===== src/status_event_consts.svh =====
`ifndef STATUS_EVENT_CONSTS_SVH
`define STATUS_EVENT_CONSTS_SVH

// ****************************************
// Standard event bit positions
// ****************************************
`define SE_OPC_BIT 0
`define SE_UNUSED_BIT 1
`define SE_QUERY_LOST_BIT 2
`define SE_DEV_ERR_BIT 3
`define SE_EXEC_ERR_BIT 4
`define SE_CMD_ERR_BIT 5
`define SE_USER_REQ_BIT 6
`define SE_POWER_ON_BIT 7

// ****************************************
// Status byte bit positions
// ****************************************
`define SB_INS_SUM_BIT 0
`define SB_MES_SUM_BIT 1
`define SB_MSG_AVAIL_BIT 4
`define SB_STD_SUM_BIT 5
`define SB_SRQ_BIT 6
`define SB_RX_FULL_BIT 7

// ****************************************
// Timebase state codes and reset values
// ****************************************
`define TB_INTERNAL_ONLY 2'h0
`define TB_EXTERNAL 2'h1
`define TB_INTERNAL_FORCED 2'h2
`define AUTO_TB_RST 1'h1
`define MASK8_RST 8'h00
`define MASK16_RST 16'h0000
`define LATCH8_RST 8'h00
`define LATCH16_RST 16'h0000
`define PON_PENDING_RST 1'h1
`define ABORT_RST 1'h0

`endif


===== src/status_event_pkg.sv =====
package status_event_pkg;

	// Remote operation: query or set
	typedef enum logic {
		OP_QUERY,
		OP_SET
	} op_e;

	// Addressed register
	typedef enum logic [3:0] {
		T_STD_LATCH,
		T_STD_MASK,
		T_INS_LATCH,
		T_INS_MASK,
		T_MES_LATCH,
		T_MES_MASK,
		T_SRQ_MASK,
		T_STATUS_BYTE,
		T_TIMEBASE,
		T_AUTO_TB
	} target_e;

	typedef struct packed {
		logic valid;
		op_e op;
		target_e target;
		logic bit_mode;
		logic [3:0] idx;
		logic [15:0] wdata;
	} cmd_s;

	typedef struct packed {
		logic valid;
		logic [15:0] data;
	} reply_s;

	typedef struct packed {
		logic [7:0] std_ev;
		logic [15:0] ins_ev;
		logic [7:0] mes_ev;
	} events_s;

	typedef struct packed {
		logic [7:0] std_latch;
		logic [7:0] std_mask;
		logic [15:0] ins_latch;
		logic [15:0] ins_mask;
		logic [7:0] mes_latch;
		logic [7:0] mes_mask;
		logic [7:0] srq_mask;
		logic auto_tb;
		logic pon_pending;
		logic abort_scan;
		reply_s reply;
	} state_s;

endpackage


===== src/status_event_reporting.sv =====
`timescale 1ns/1ps
`include "status_event_consts.svh"
// Function
// - Timebase state reads 0 internal-no-ref, 1 external, 2 internal-forced.
// - Auto setting 0 forces internal; 1 takes external whenever present.
// - Standard latch read returns whole or one bit, clearing exactly that.
// - Standard bits hold until read, clear-status, or any power-up; poweron_status_clear_i is ignored.
// - Bit0 operation complete, bit6 front-panel activity, bit7 power-on; bit1 unused.
// - Bits 2..5: query lost, device error, execution error, command error.
// - Standard mask takes whole-value write or single-bit write.
// - Standard mask query returns whole mask or one bit, unchanged.
// - Status byte bit 5 set when any enabled standard bit latched.
// - Instrument latch read returns whole or one bit, clearing accordingly.
// - Instrument bits 0..4 latch selftest, key, knob, remote set, range change.
// - Instrument bit 12 latches lock acquired, bit 13 lock lost.
// - Instrument bit 14 error posted, bit 15 query refused.
// - Instrument mask takes whole or single-bit writes; queries return mask or bit.
// - Instrument summary bit set when any enabled instrument bit latched.
// - Measurement latch read returns whole or one bit, clearing accordingly.
// - Measurement bits 0..2: voltage limit, potential overload, current overload.
// - Measurement bits 3..5 aux overloads, 6 no amplifier, 7 current limit.
// - Status byte bit 1 set when any enabled measurement bit latched.
// - Status byte bit 4 shows reply waiting; status byte reads never clear.
// - Service-request bit 6 set when any enabled status byte bit set.
// - Clear-status clears all three latches and aborts any scan.

module status_event_reporting (
	input wire logic core_clk_i,
	input wire logic arst_n_i,
	input status_event_pkg::cmd_s cmd_i,
	output status_event_pkg::reply_s reply_o,
	input status_event_pkg::events_s events_i,
	input wire logic clear_status_i,
	input wire logic poweron_status_clear_i,
	input wire logic ext_ref_present_i,
	input wire logic msg_avail_i,
	input wire logic rx_full_i,
	output logic use_external_o,
	output logic [1:0] timebase_state_o,
	output logic [7:0] status_byte_o,
	output logic service_request_o,
	output logic abort_scan_o
);
	import status_event_pkg::*;

	// ****************************************
	// Helper functions
	// ****************************************

	// Reply value: whole register or the selected bit as 0/1
	function automatic logic [15:0] pick(input logic [15:0] value, input logic bit_mode, input logic [3:0] idx);
		logic [15:0] res;
		res = value;
		if (bit_mode) begin
			res = {15'h0000, value[idx]};
		end
		return res;
	endfunction

	// Bits a clearing read removes: all, or the returned one
	function automatic logic [15:0] clr_mask(input logic hit, input logic bit_mode, input logic [3:0] idx);
		logic [15:0] res;
		res = 16'h0000;
		if (hit) begin
			res = bit_mode ? (16'h0001 << idx) : 16'hffff;
		end
		return res;
	endfunction

	// Mask write: whole value or one bit forced to wdata[0]
	function automatic logic [15:0] mask_write(input logic [15:0] old, input cmd_s c);
		logic [15:0] res;
		res = c.wdata;
		if (c.bit_mode) begin
			res = old;
			res[c.idx] = c.wdata[0];
		end
		return res;
	endfunction

	state_s st;
	state_s next_st;
	logic q_hit;
	logic s_hit;
	logic [15:0] std_clr;
	logic [15:0] ins_clr;
	logic [15:0] mes_clr;
	logic [7:0] std_set;
	logic [7:0] stb_raw;
	logic [7:0] stb;
	logic [15:0] mask_new;

	// ****************************************
	// Timebase selection
	// ****************************************

	// Automatic mode follows the reference presence directly
	always_comb begin
		use_external_o = st.auto_tb & ext_ref_present_i;
		if (!ext_ref_present_i) begin
			timebase_state_o = `TB_INTERNAL_ONLY;
		end else if (st.auto_tb) begin
			timebase_state_o = `TB_EXTERNAL;
		end else begin
			timebase_state_o = `TB_INTERNAL_FORCED;
		end
	end

	// ****************************************
	// Status byte promotion
	// ****************************************

	// Summary bits are pure logic so they drop as soon as the source clears
	always_comb begin
		stb_raw = 8'h00;
		stb_raw[`SB_INS_SUM_BIT] = |(st.ins_latch & st.ins_mask);
		stb_raw[`SB_MES_SUM_BIT] = |(st.mes_latch & st.mes_mask);
		stb_raw[`SB_MSG_AVAIL_BIT] = msg_avail_i;
		stb_raw[`SB_STD_SUM_BIT] = |(st.std_latch & st.std_mask);
		stb_raw[`SB_RX_FULL_BIT] = rx_full_i;
		stb = stb_raw;
		stb[`SB_SRQ_BIT] = |(stb_raw & st.srq_mask);
	end

	assign status_byte_o = stb;
	assign service_request_o = stb[`SB_SRQ_BIT];
	assign abort_scan_o = st.abort_scan;
	assign reply_o = st.reply;

	// ****************************************
	// Next-state logic
	// ****************************************

	// Event sources, clears, mask writes and query replies
	always_comb begin
		next_st = st;
		q_hit = cmd_i.valid && (cmd_i.op == OP_QUERY);
		s_hit = cmd_i.valid && (cmd_i.op == OP_SET);
		std_clr = clr_mask(q_hit && cmd_i.target == T_STD_LATCH, cmd_i.bit_mode, cmd_i.idx);
		ins_clr = clr_mask(q_hit && cmd_i.target == T_INS_LATCH, cmd_i.bit_mode, cmd_i.idx);
		mes_clr = clr_mask(q_hit && cmd_i.target == T_MES_LATCH, cmd_i.bit_mode, cmd_i.idx);
		if (clear_status_i) begin
			std_clr = 16'hffff;
			ins_clr = 16'hffff;
			mes_clr = 16'hffff;
		end
		// Bit 1 has no source; power-on raised once after reset release
		std_set = events_i.std_ev;
		std_set[`SE_UNUSED_BIT] = 1'b0;
		std_set[`SE_POWER_ON_BIT] = events_i.std_ev[`SE_POWER_ON_BIT] | st.pon_pending;
		next_st.pon_pending = 1'b0;
		// Set wins over any clear in the same cycle
		next_st.std_latch = (st.std_latch & ~std_clr[7:0]) | std_set;
		next_st.ins_latch = (st.ins_latch & ~ins_clr) | events_i.ins_ev;
		next_st.mes_latch = (st.mes_latch & ~mes_clr[7:0]) | events_i.mes_ev;
		next_st.abort_scan = clear_status_i;
		next_st.reply.valid = q_hit;
		next_st.reply.data = 16'h0000;
		mask_new = 16'h0000;
		if (q_hit) begin
			case (cmd_i.target)
				T_STD_LATCH: next_st.reply.data = pick({8'h00, st.std_latch}, cmd_i.bit_mode, cmd_i.idx);
				T_STD_MASK: next_st.reply.data = pick({8'h00, st.std_mask}, cmd_i.bit_mode, cmd_i.idx);
				T_INS_LATCH: next_st.reply.data = pick(st.ins_latch, cmd_i.bit_mode, cmd_i.idx);
				T_INS_MASK: next_st.reply.data = pick(st.ins_mask, cmd_i.bit_mode, cmd_i.idx);
				T_MES_LATCH: next_st.reply.data = pick({8'h00, st.mes_latch}, cmd_i.bit_mode, cmd_i.idx);
				T_MES_MASK: next_st.reply.data = pick({8'h00, st.mes_mask}, cmd_i.bit_mode, cmd_i.idx);
				T_SRQ_MASK: next_st.reply.data = pick({8'h00, st.srq_mask}, cmd_i.bit_mode, cmd_i.idx);
				T_STATUS_BYTE: next_st.reply.data = pick({8'h00, stb}, cmd_i.bit_mode, cmd_i.idx);
				T_TIMEBASE: next_st.reply.data = {14'h0000, timebase_state_o};
				T_AUTO_TB: next_st.reply.data = {15'h0000, st.auto_tb};
				default: next_st.reply.data = 16'h0000;
			endcase
		end
		// 8-bit registers ignore bit indices above 7
		if (s_hit) begin
			case (cmd_i.target)
				T_STD_MASK: begin
					mask_new = mask_write({8'h00, st.std_mask}, cmd_i);
					if (!(cmd_i.bit_mode && cmd_i.idx[3])) begin
						next_st.std_mask = mask_new[7:0];
					end
				end
				T_INS_MASK: next_st.ins_mask = mask_write(st.ins_mask, cmd_i);
				T_MES_MASK: begin
					mask_new = mask_write({8'h00, st.mes_mask}, cmd_i);
					if (!(cmd_i.bit_mode && cmd_i.idx[3])) begin
						next_st.mes_mask = mask_new[7:0];
					end
				end
				T_SRQ_MASK: begin
					mask_new = mask_write({8'h00, st.srq_mask}, cmd_i);
					if (!(cmd_i.bit_mode && cmd_i.idx[3])) begin
						next_st.srq_mask = mask_new[7:0];
					end
				end
				T_AUTO_TB: next_st.auto_tb = cmd_i.wdata[0];
				default: next_st.auto_tb = st.auto_tb;
			endcase
		end
	end

	// ****************************************
	// State register
	// ****************************************

	// Reset is power-up: latches start clear, power-on event pending
	always_ff @(posedge core_clk_i or negedge arst_n_i) begin
		if (!arst_n_i) begin
			st.std_latch <= `LATCH8_RST;
			st.std_mask <= `MASK8_RST;
			st.ins_latch <= `LATCH16_RST;
			st.ins_mask <= `MASK16_RST;
			st.mes_latch <= `LATCH8_RST;
			st.mes_mask <= `MASK8_RST;
			st.srq_mask <= `MASK8_RST;
			st.auto_tb <= `AUTO_TB_RST;
			st.pon_pending <= `PON_PENDING_RST;
			st.abort_scan <= `ABORT_RST;
			st.reply <= '0;
		end else begin
			st <= next_st;
		end
	end

	// ****************************************
	// Checks
	// ****************************************

	tb_state_code_a: assert property (@(posedge core_clk_i) disable iff (!arst_n_i)
		timebase_state_o == (!ext_ref_present_i ? 2'h0 : (st.auto_tb ? 2'h1 : 2'h2)))
		else $error("timebase state code wrong");

	manual_internal_a: assert property (@(posedge core_clk_i) disable iff (!arst_n_i)
		!st.auto_tb |-> !use_external_o)
		else $error("manual mode uses external reference");

	std_read_clear_a: assert property (@(posedge core_clk_i) disable iff (!arst_n_i)
		(q_hit && cmd_i.target == T_STD_LATCH && !cmd_i.bit_mode && events_i.std_ev == 8'h00
		&& !st.pon_pending) |=> (st.std_latch == 8'h00 && reply_o.data[7:0] == $past(st.std_latch)))
		else $error("standard read did not return and clear");

	std_hold_a: assert property (@(posedge core_clk_i) disable iff (!arst_n_i)
		(!clear_status_i && !(q_hit && cmd_i.target == T_STD_LATCH)) |=> ((st.std_latch & $past(st.std_latch))
		== $past(st.std_latch)))
		else $error("standard bit lost without clear");

	unused_bit_a: assert property (@(posedge core_clk_i) disable iff (!arst_n_i)
		!st.std_latch[`SE_UNUSED_BIT])
		else $error("unused standard bit set");

	mask_query_a: assert property (@(posedge core_clk_i) disable iff (!arst_n_i)
		(q_hit && cmd_i.target == T_STD_MASK && cmd_i.bit_mode) |=> (reply_o.valid && $stable(st.std_mask)
		&& reply_o.data == {15'h0000, !$past(cmd_i.idx[3]) && $past(st.std_mask[cmd_i.idx[2:0]])}))
		else $error("mask bit query wrong or mask altered");

	std_summary_a: assert property (@(posedge core_clk_i) disable iff (!arst_n_i)
		status_byte_o[`SB_STD_SUM_BIT] == |(st.std_latch & st.std_mask))
		else $error("standard summary bit wrong");

	ins_bit_clear_a: assert property (@(posedge core_clk_i) disable iff (!arst_n_i)
		(q_hit && cmd_i.target == T_INS_LATCH && cmd_i.bit_mode && !clear_status_i) |=>
		((st.ins_latch | (16'h0001 << $past(cmd_i.idx))) == ($past(st.ins_latch) | $past(events_i.ins_ev)
		| (16'h0001 << $past(cmd_i.idx)))))
		else $error("instrument bit read cleared other bits");

	srq_promote_a: assert property (@(posedge core_clk_i) disable iff (!arst_n_i)
		service_request_o == |({status_byte_o[7], 1'b0, status_byte_o[5:0]} & st.srq_mask))
		else $error("service request wrong");

	clear_all_a: assert property (@(posedge core_clk_i) disable iff (!arst_n_i)
		(clear_status_i && events_i == '0 && !st.pon_pending) |=> (st.ins_latch == 16'h0000
		&& st.mes_latch == 8'h00 && st.std_latch == 8'h00 && abort_scan_o))
		else $error("clear status incomplete");

	set_wins_a: assert property (@(posedge core_clk_i) disable iff (!arst_n_i)
		(q_hit && cmd_i.target == T_MES_LATCH && events_i.mes_ev != 8'h00) |=>
		((st.mes_latch & $past(events_i.mes_ev)) == $past(events_i.mes_ev)))
		else $error("event lost to clearing read");

	mask_whole_write_a: assert property (@(posedge core_clk_i) disable iff (!arst_n_i)
		(s_hit && cmd_i.target == T_STD_MASK && !cmd_i.bit_mode) |=> (st.std_mask == $past(cmd_i.wdata[7:0])))
		else $error("standard mask whole write lost");

	ins_mask_bit_a: assert property (@(posedge core_clk_i) disable iff (!arst_n_i)
		(s_hit && cmd_i.target == T_INS_MASK && cmd_i.bit_mode) |=>
		(st.ins_mask[$past(cmd_i.idx)] == $past(cmd_i.wdata[0])))
		else $error("instrument mask bit write lost");

	ins_summary_a: assert property (@(posedge core_clk_i) disable iff (!arst_n_i)
		((events_i.ins_ev & st.ins_mask) != 16'h0000 && !s_hit) |=> status_byte_o[`SB_INS_SUM_BIT])
		else $error("instrument summary bit missing");

	mes_summary_a: assert property (@(posedge core_clk_i) disable iff (!arst_n_i)
		((events_i.mes_ev & st.mes_mask) != 8'h00 && !s_hit) |=> status_byte_o[`SB_MES_SUM_BIT])
		else $error("measurement summary bit missing");

	status_reply_a: assert property (@(posedge core_clk_i) disable iff (!arst_n_i)
		(q_hit && cmd_i.target == T_STATUS_BYTE && !cmd_i.bit_mode) |=>
		(reply_o.data == {8'h00, $past(status_byte_o)}))
		else $error("status byte reply wrong");

	abort_only_a: assert property (@(posedge core_clk_i) disable iff (!arst_n_i)
		abort_scan_o |-> $past(clear_status_i))
		else $error("abort without clear status");

endmodule // status_event_reporting


===== config.mk =====
export PLATFORM = sky130hd
export DESIGN_NAME = status_event_reporting
export DESIGN_NICKNAME = d
export VERILOG_FILES = /design/src/status_event_pkg.sv /design/src/status_event_reporting.sv
export VERILOG_INCLUDE_DIRS = /design/src
export SDC_FILE = /design/constraint.sdc
export NUM_CORES = 1
export LEC_CHECK = 0
export BUFFER_PORTS_ARGS = -buffer_cell sky130_fd_sc_hd__buf_2
export CAP_MARGIN = 20
export CORE_AREA = 2 2 161 84
export CTS_CLUSTER_DIAMETER = 80
export DETAILED_ROUTE_END_ITERATION = 8
export DIE_AREA = 0 0 163 86
export PLACE_DENSITY = 0.66
export RECOVER_POWER = 25
export SYNTH_ARGS = -nofsm -noshare
export SYNTH_HDL_FRONTEND = slang
export SYNTH_SLANG_ARGS = --single-unit

===== constraint.sdc =====
create_clock -name core_clk_i -period 1.9 [get_ports core_clk_i]
set_clock_uncertainty 0.1 [all_clocks]
set_input_delay 0.285 -clock core_clk_i [delete_from_list [all_inputs] [get_ports core_clk_i]]
set_output_delay 0.285 -clock core_clk_i [all_outputs]
set_load 0.005 [all_outputs]

==> metrics.yaml <==
cts:
  cts_max_level: 3
  clk_path_buf_depth: 2
  cts.root.buffer_cell: "clkbuf_16"
  cts_tree: "done"
  insertion_delay_ps: 340
  numCtsBuffers: 9
  path_clk_slew_ps: 70
  clkSinkCount: 92
power:
  power.density_nw_per_um2: 748.9
  p_leak_nw: 3.410
  ir_drop_v: 0.0004798
yosys:
  yosysMostFrequentCell: "dfrtp_1"
  synth_edf_count: 0
  synthTopCellsByCount: "dfrtp_1 (90), nand2_1 (47), nor2_1 (38)"
  synthXorXnorAreaFrac_pct: 0
  syn_inst: 555
  syn-cell-area_um2: 5598
  synth-compound-area-share_pct: 23.65
  synth.top_cell.area_share_pct: 40.23
  yosysTopAreaCell: "dfrtp_1"
  ys_types: 69
  yosysSeqAreaShare_pct: 41.17
  synth_mux_area_share_pct: 10.95
  synth_top_family_by_area: "compound AO/OA/AOI/OAI gates"
  yosys.area_share.simple_pct: 16.34
  synthFlopType: "dfrtp_1"
  ys_warn_count: 0
  ys_top_cells_by_area: "dfrtp_1 (40%), mux2_2 (5.0%), buf_4 (4.0%), mux4_2 (4.0%), a22oi_1 (3.8%)"
  synth_seq_cells: 92
  avgSynthCellArea_um2: 10.09
  synth_fa_ha_area_share_pct: 0
  synthArstFlopShare_pct: 100.0
grt:
  grt_pass1_wl_um: 32850
  use_met2_pct: 48.11
  grt_overflow: 0
  grt.busiest_layer: "met2"
  grt_max_degree: 36
  grt_pass1_vias: 5451
  antenna_found_initial: 0
  grt_use_met3_pct: 6.431
  grt_usage_pct: 31.78
  use_met1_pct: 47.23
floorplan:
  core_um2: 12520
  die_w_um: 163
  initial_core_util_pct: 44.72
  rows: 29
  die-area_um2: 14020
  die_height_um: 86
  ios: 96
critical_path:
  worst-path-stages: 6
  worstPathMaxFanout: 3
  cp-end-kind: "primary output"
  arrival_ps: 1890
  required_ps: 1510
  crit_type: "register to primary output"
  r2r_cells: 6
  critPathLaunchType: "register"
  worst-path-buf-inv: 2
  crit_slowest_cell: "dfrtp_1"
  worstSetupEndpoint: "service_request_o"
  critical_path.top_delay_family: "compound AO/OA/AOI/OAI gates"
  reg2reg_slack_ps: -170
  crit_path_max_incr_delay_ps: 410
  cp_cell_sequence: "a22o_1, a221oi_2, nand4_1, buf_6, a21o_1, buf_2"
  r2r_end: "reply_o[0]"
  crit_start: "st[74]"
  r2r-start: "st[35]"
min_path:
  hp-class: "input pin to register"
drt:
  wl_um: 21510
  drc: 0
  vias: 5556
  drt_iter0_drc: 737
  ant_nets: 0
  drt_first_pass_iters: 7
  wl_per_cell_um: 23.10
  via_per_inst: 5.968
layout:
  drive_gt1_share_pct: 44.81
  fillers: 1135
  diodes: 0
  instances_no_fill: 931
  fin_util_pct: 60.04
  syn_to_final_growth_pct: 34.26
  final_nets: 822
flow_run:
  maxCapViolCount: 0
sta:
  fin_ws_ps: -372.8
  period_minus_slack_ps: 2273
  worstMarginPinSlew_ps: 961.1
  slew_viol_final: 0
  period_share_pct: 119.6
  setup_viol: 7
  grt_setup_unrepaired: "yes"
  hold_violations: 0
  slew-limit-headroom_pct: 35.93
  fmax_mhz: 440.0
outcome:
  status: "finished with violations"
  failed_checks: "setup timing"
place:
  dp_cells: 907
  gp_congestion: 0.9119
  io_buffer_count: 91
  dp_hpwl_um: 16860
## per-stage QoR
| step | setup WS, ps | TNS (ps) | power [mW] | instance area (um2) | hold slack [ps] |
|---|---|---|---|---|---|
| global route | -415.2 | -3704 | 5.842 | 7516 | 12.99 |
| floorplan | 2.221 | 0 | 2.874 | 5605 | -110.6 |
| global placement | -289.4 | -6914 | 3.617 | 7077 | 65.75 |
| finish | -372.8 | -1341 | 5.628 | 7516 | 21.63 |
| CTS | -345.3 | -1135 | 5.598 | 7491 | 17.01 |
| detailed placement | -303.1 | -7389 | 3.632 | 7077 | 74.53 |
## layout by cell type (no fill, tap or decap), types with 10 or more instances in the layout
cell      Yosys  layout
a21oi_1      14      14
a22oi_1      28      24
a31o_2       21      21
buf_2        12      87
buf_4        30     144
dfrtp_1      90      90
mux2_2       25      25
mux4_2       10      10
nand2_1      47      47
nand2b_1     23      23
nand3_1      12      12
nor2_1       38      38
o21ai_0      26      26
## report_power, final
part / switching [mW] / total [mW] / internal, mW / leakage [nW]
clock network: 0.820 / 1.88 / 1.06 / 0.146
logic: 0.738 / 1.49 / 0.755 / 2.11
registers: 0.135 / 2.25 / 2.12 / 1.15
## logic make-up (layout without fill, tap and decap cells)
family                 after synthesis  in the layout
flip-flops                          92             92
AND/OR/NAND/NOR                    171            171
buffers and inverters               70            274
AO/OA/AOI/OAI                      176            176
other                                1              3
multiplexers                        45             45
## layout make-up
cell class	instances	area (um2)	area share, %
clock inverters	5	60.06	0.7991
repair buffers	250	1742	23.17
flip-flops and latches	92	2305	30.66
multi-input cells	395	2924	38.90
inverters	8	30.03	0.3995
clock buffers	11	242.7	3.230
well taps	170	212.7	2.830
## state kept, by name (all words and copies together) (netlist names)
| register | count |
|---|---|
| reply_o | 17 |
| st | 74 |
| abort_scan_o | 1 |
## layer usage
metal / up-vias / share of wire [%] / routed length (um)
li1: 2485 / - / -
met1: 2766 / 47 / 10100
met2: 278 / 44 / 9454
met3: 27 / 7.9 / 1699
met4: 0 / 1.2 / 251
met5: - / 0 / 0
## timing repair
action                                  4_1_cts  5_1_grt
endpoints found under the setup margin        6       12
hold endpoints to repair                     19        0
pin swaps                                     9        3
hold buffers                                  2        0
setup buffers                                 4        2
gates resized for setup                      12        7
## worst min-delay path by stage
stage                      start      endpoint  slack, ps  cells after the start
floorplan               arst_n_i  abort_scan_o       -110                      0
global placement        arst_n_i        st[83]         70                      1
detailed placement      arst_n_i        st[81]         70                      1
CTS                 events_i[21]        st[73]         20                      2
global route         events_i[5]        st[41]         10                      2
finish               events_i[5]        st[41]         20                      2
Note: power is estimated with default switching activity, not from simulation.
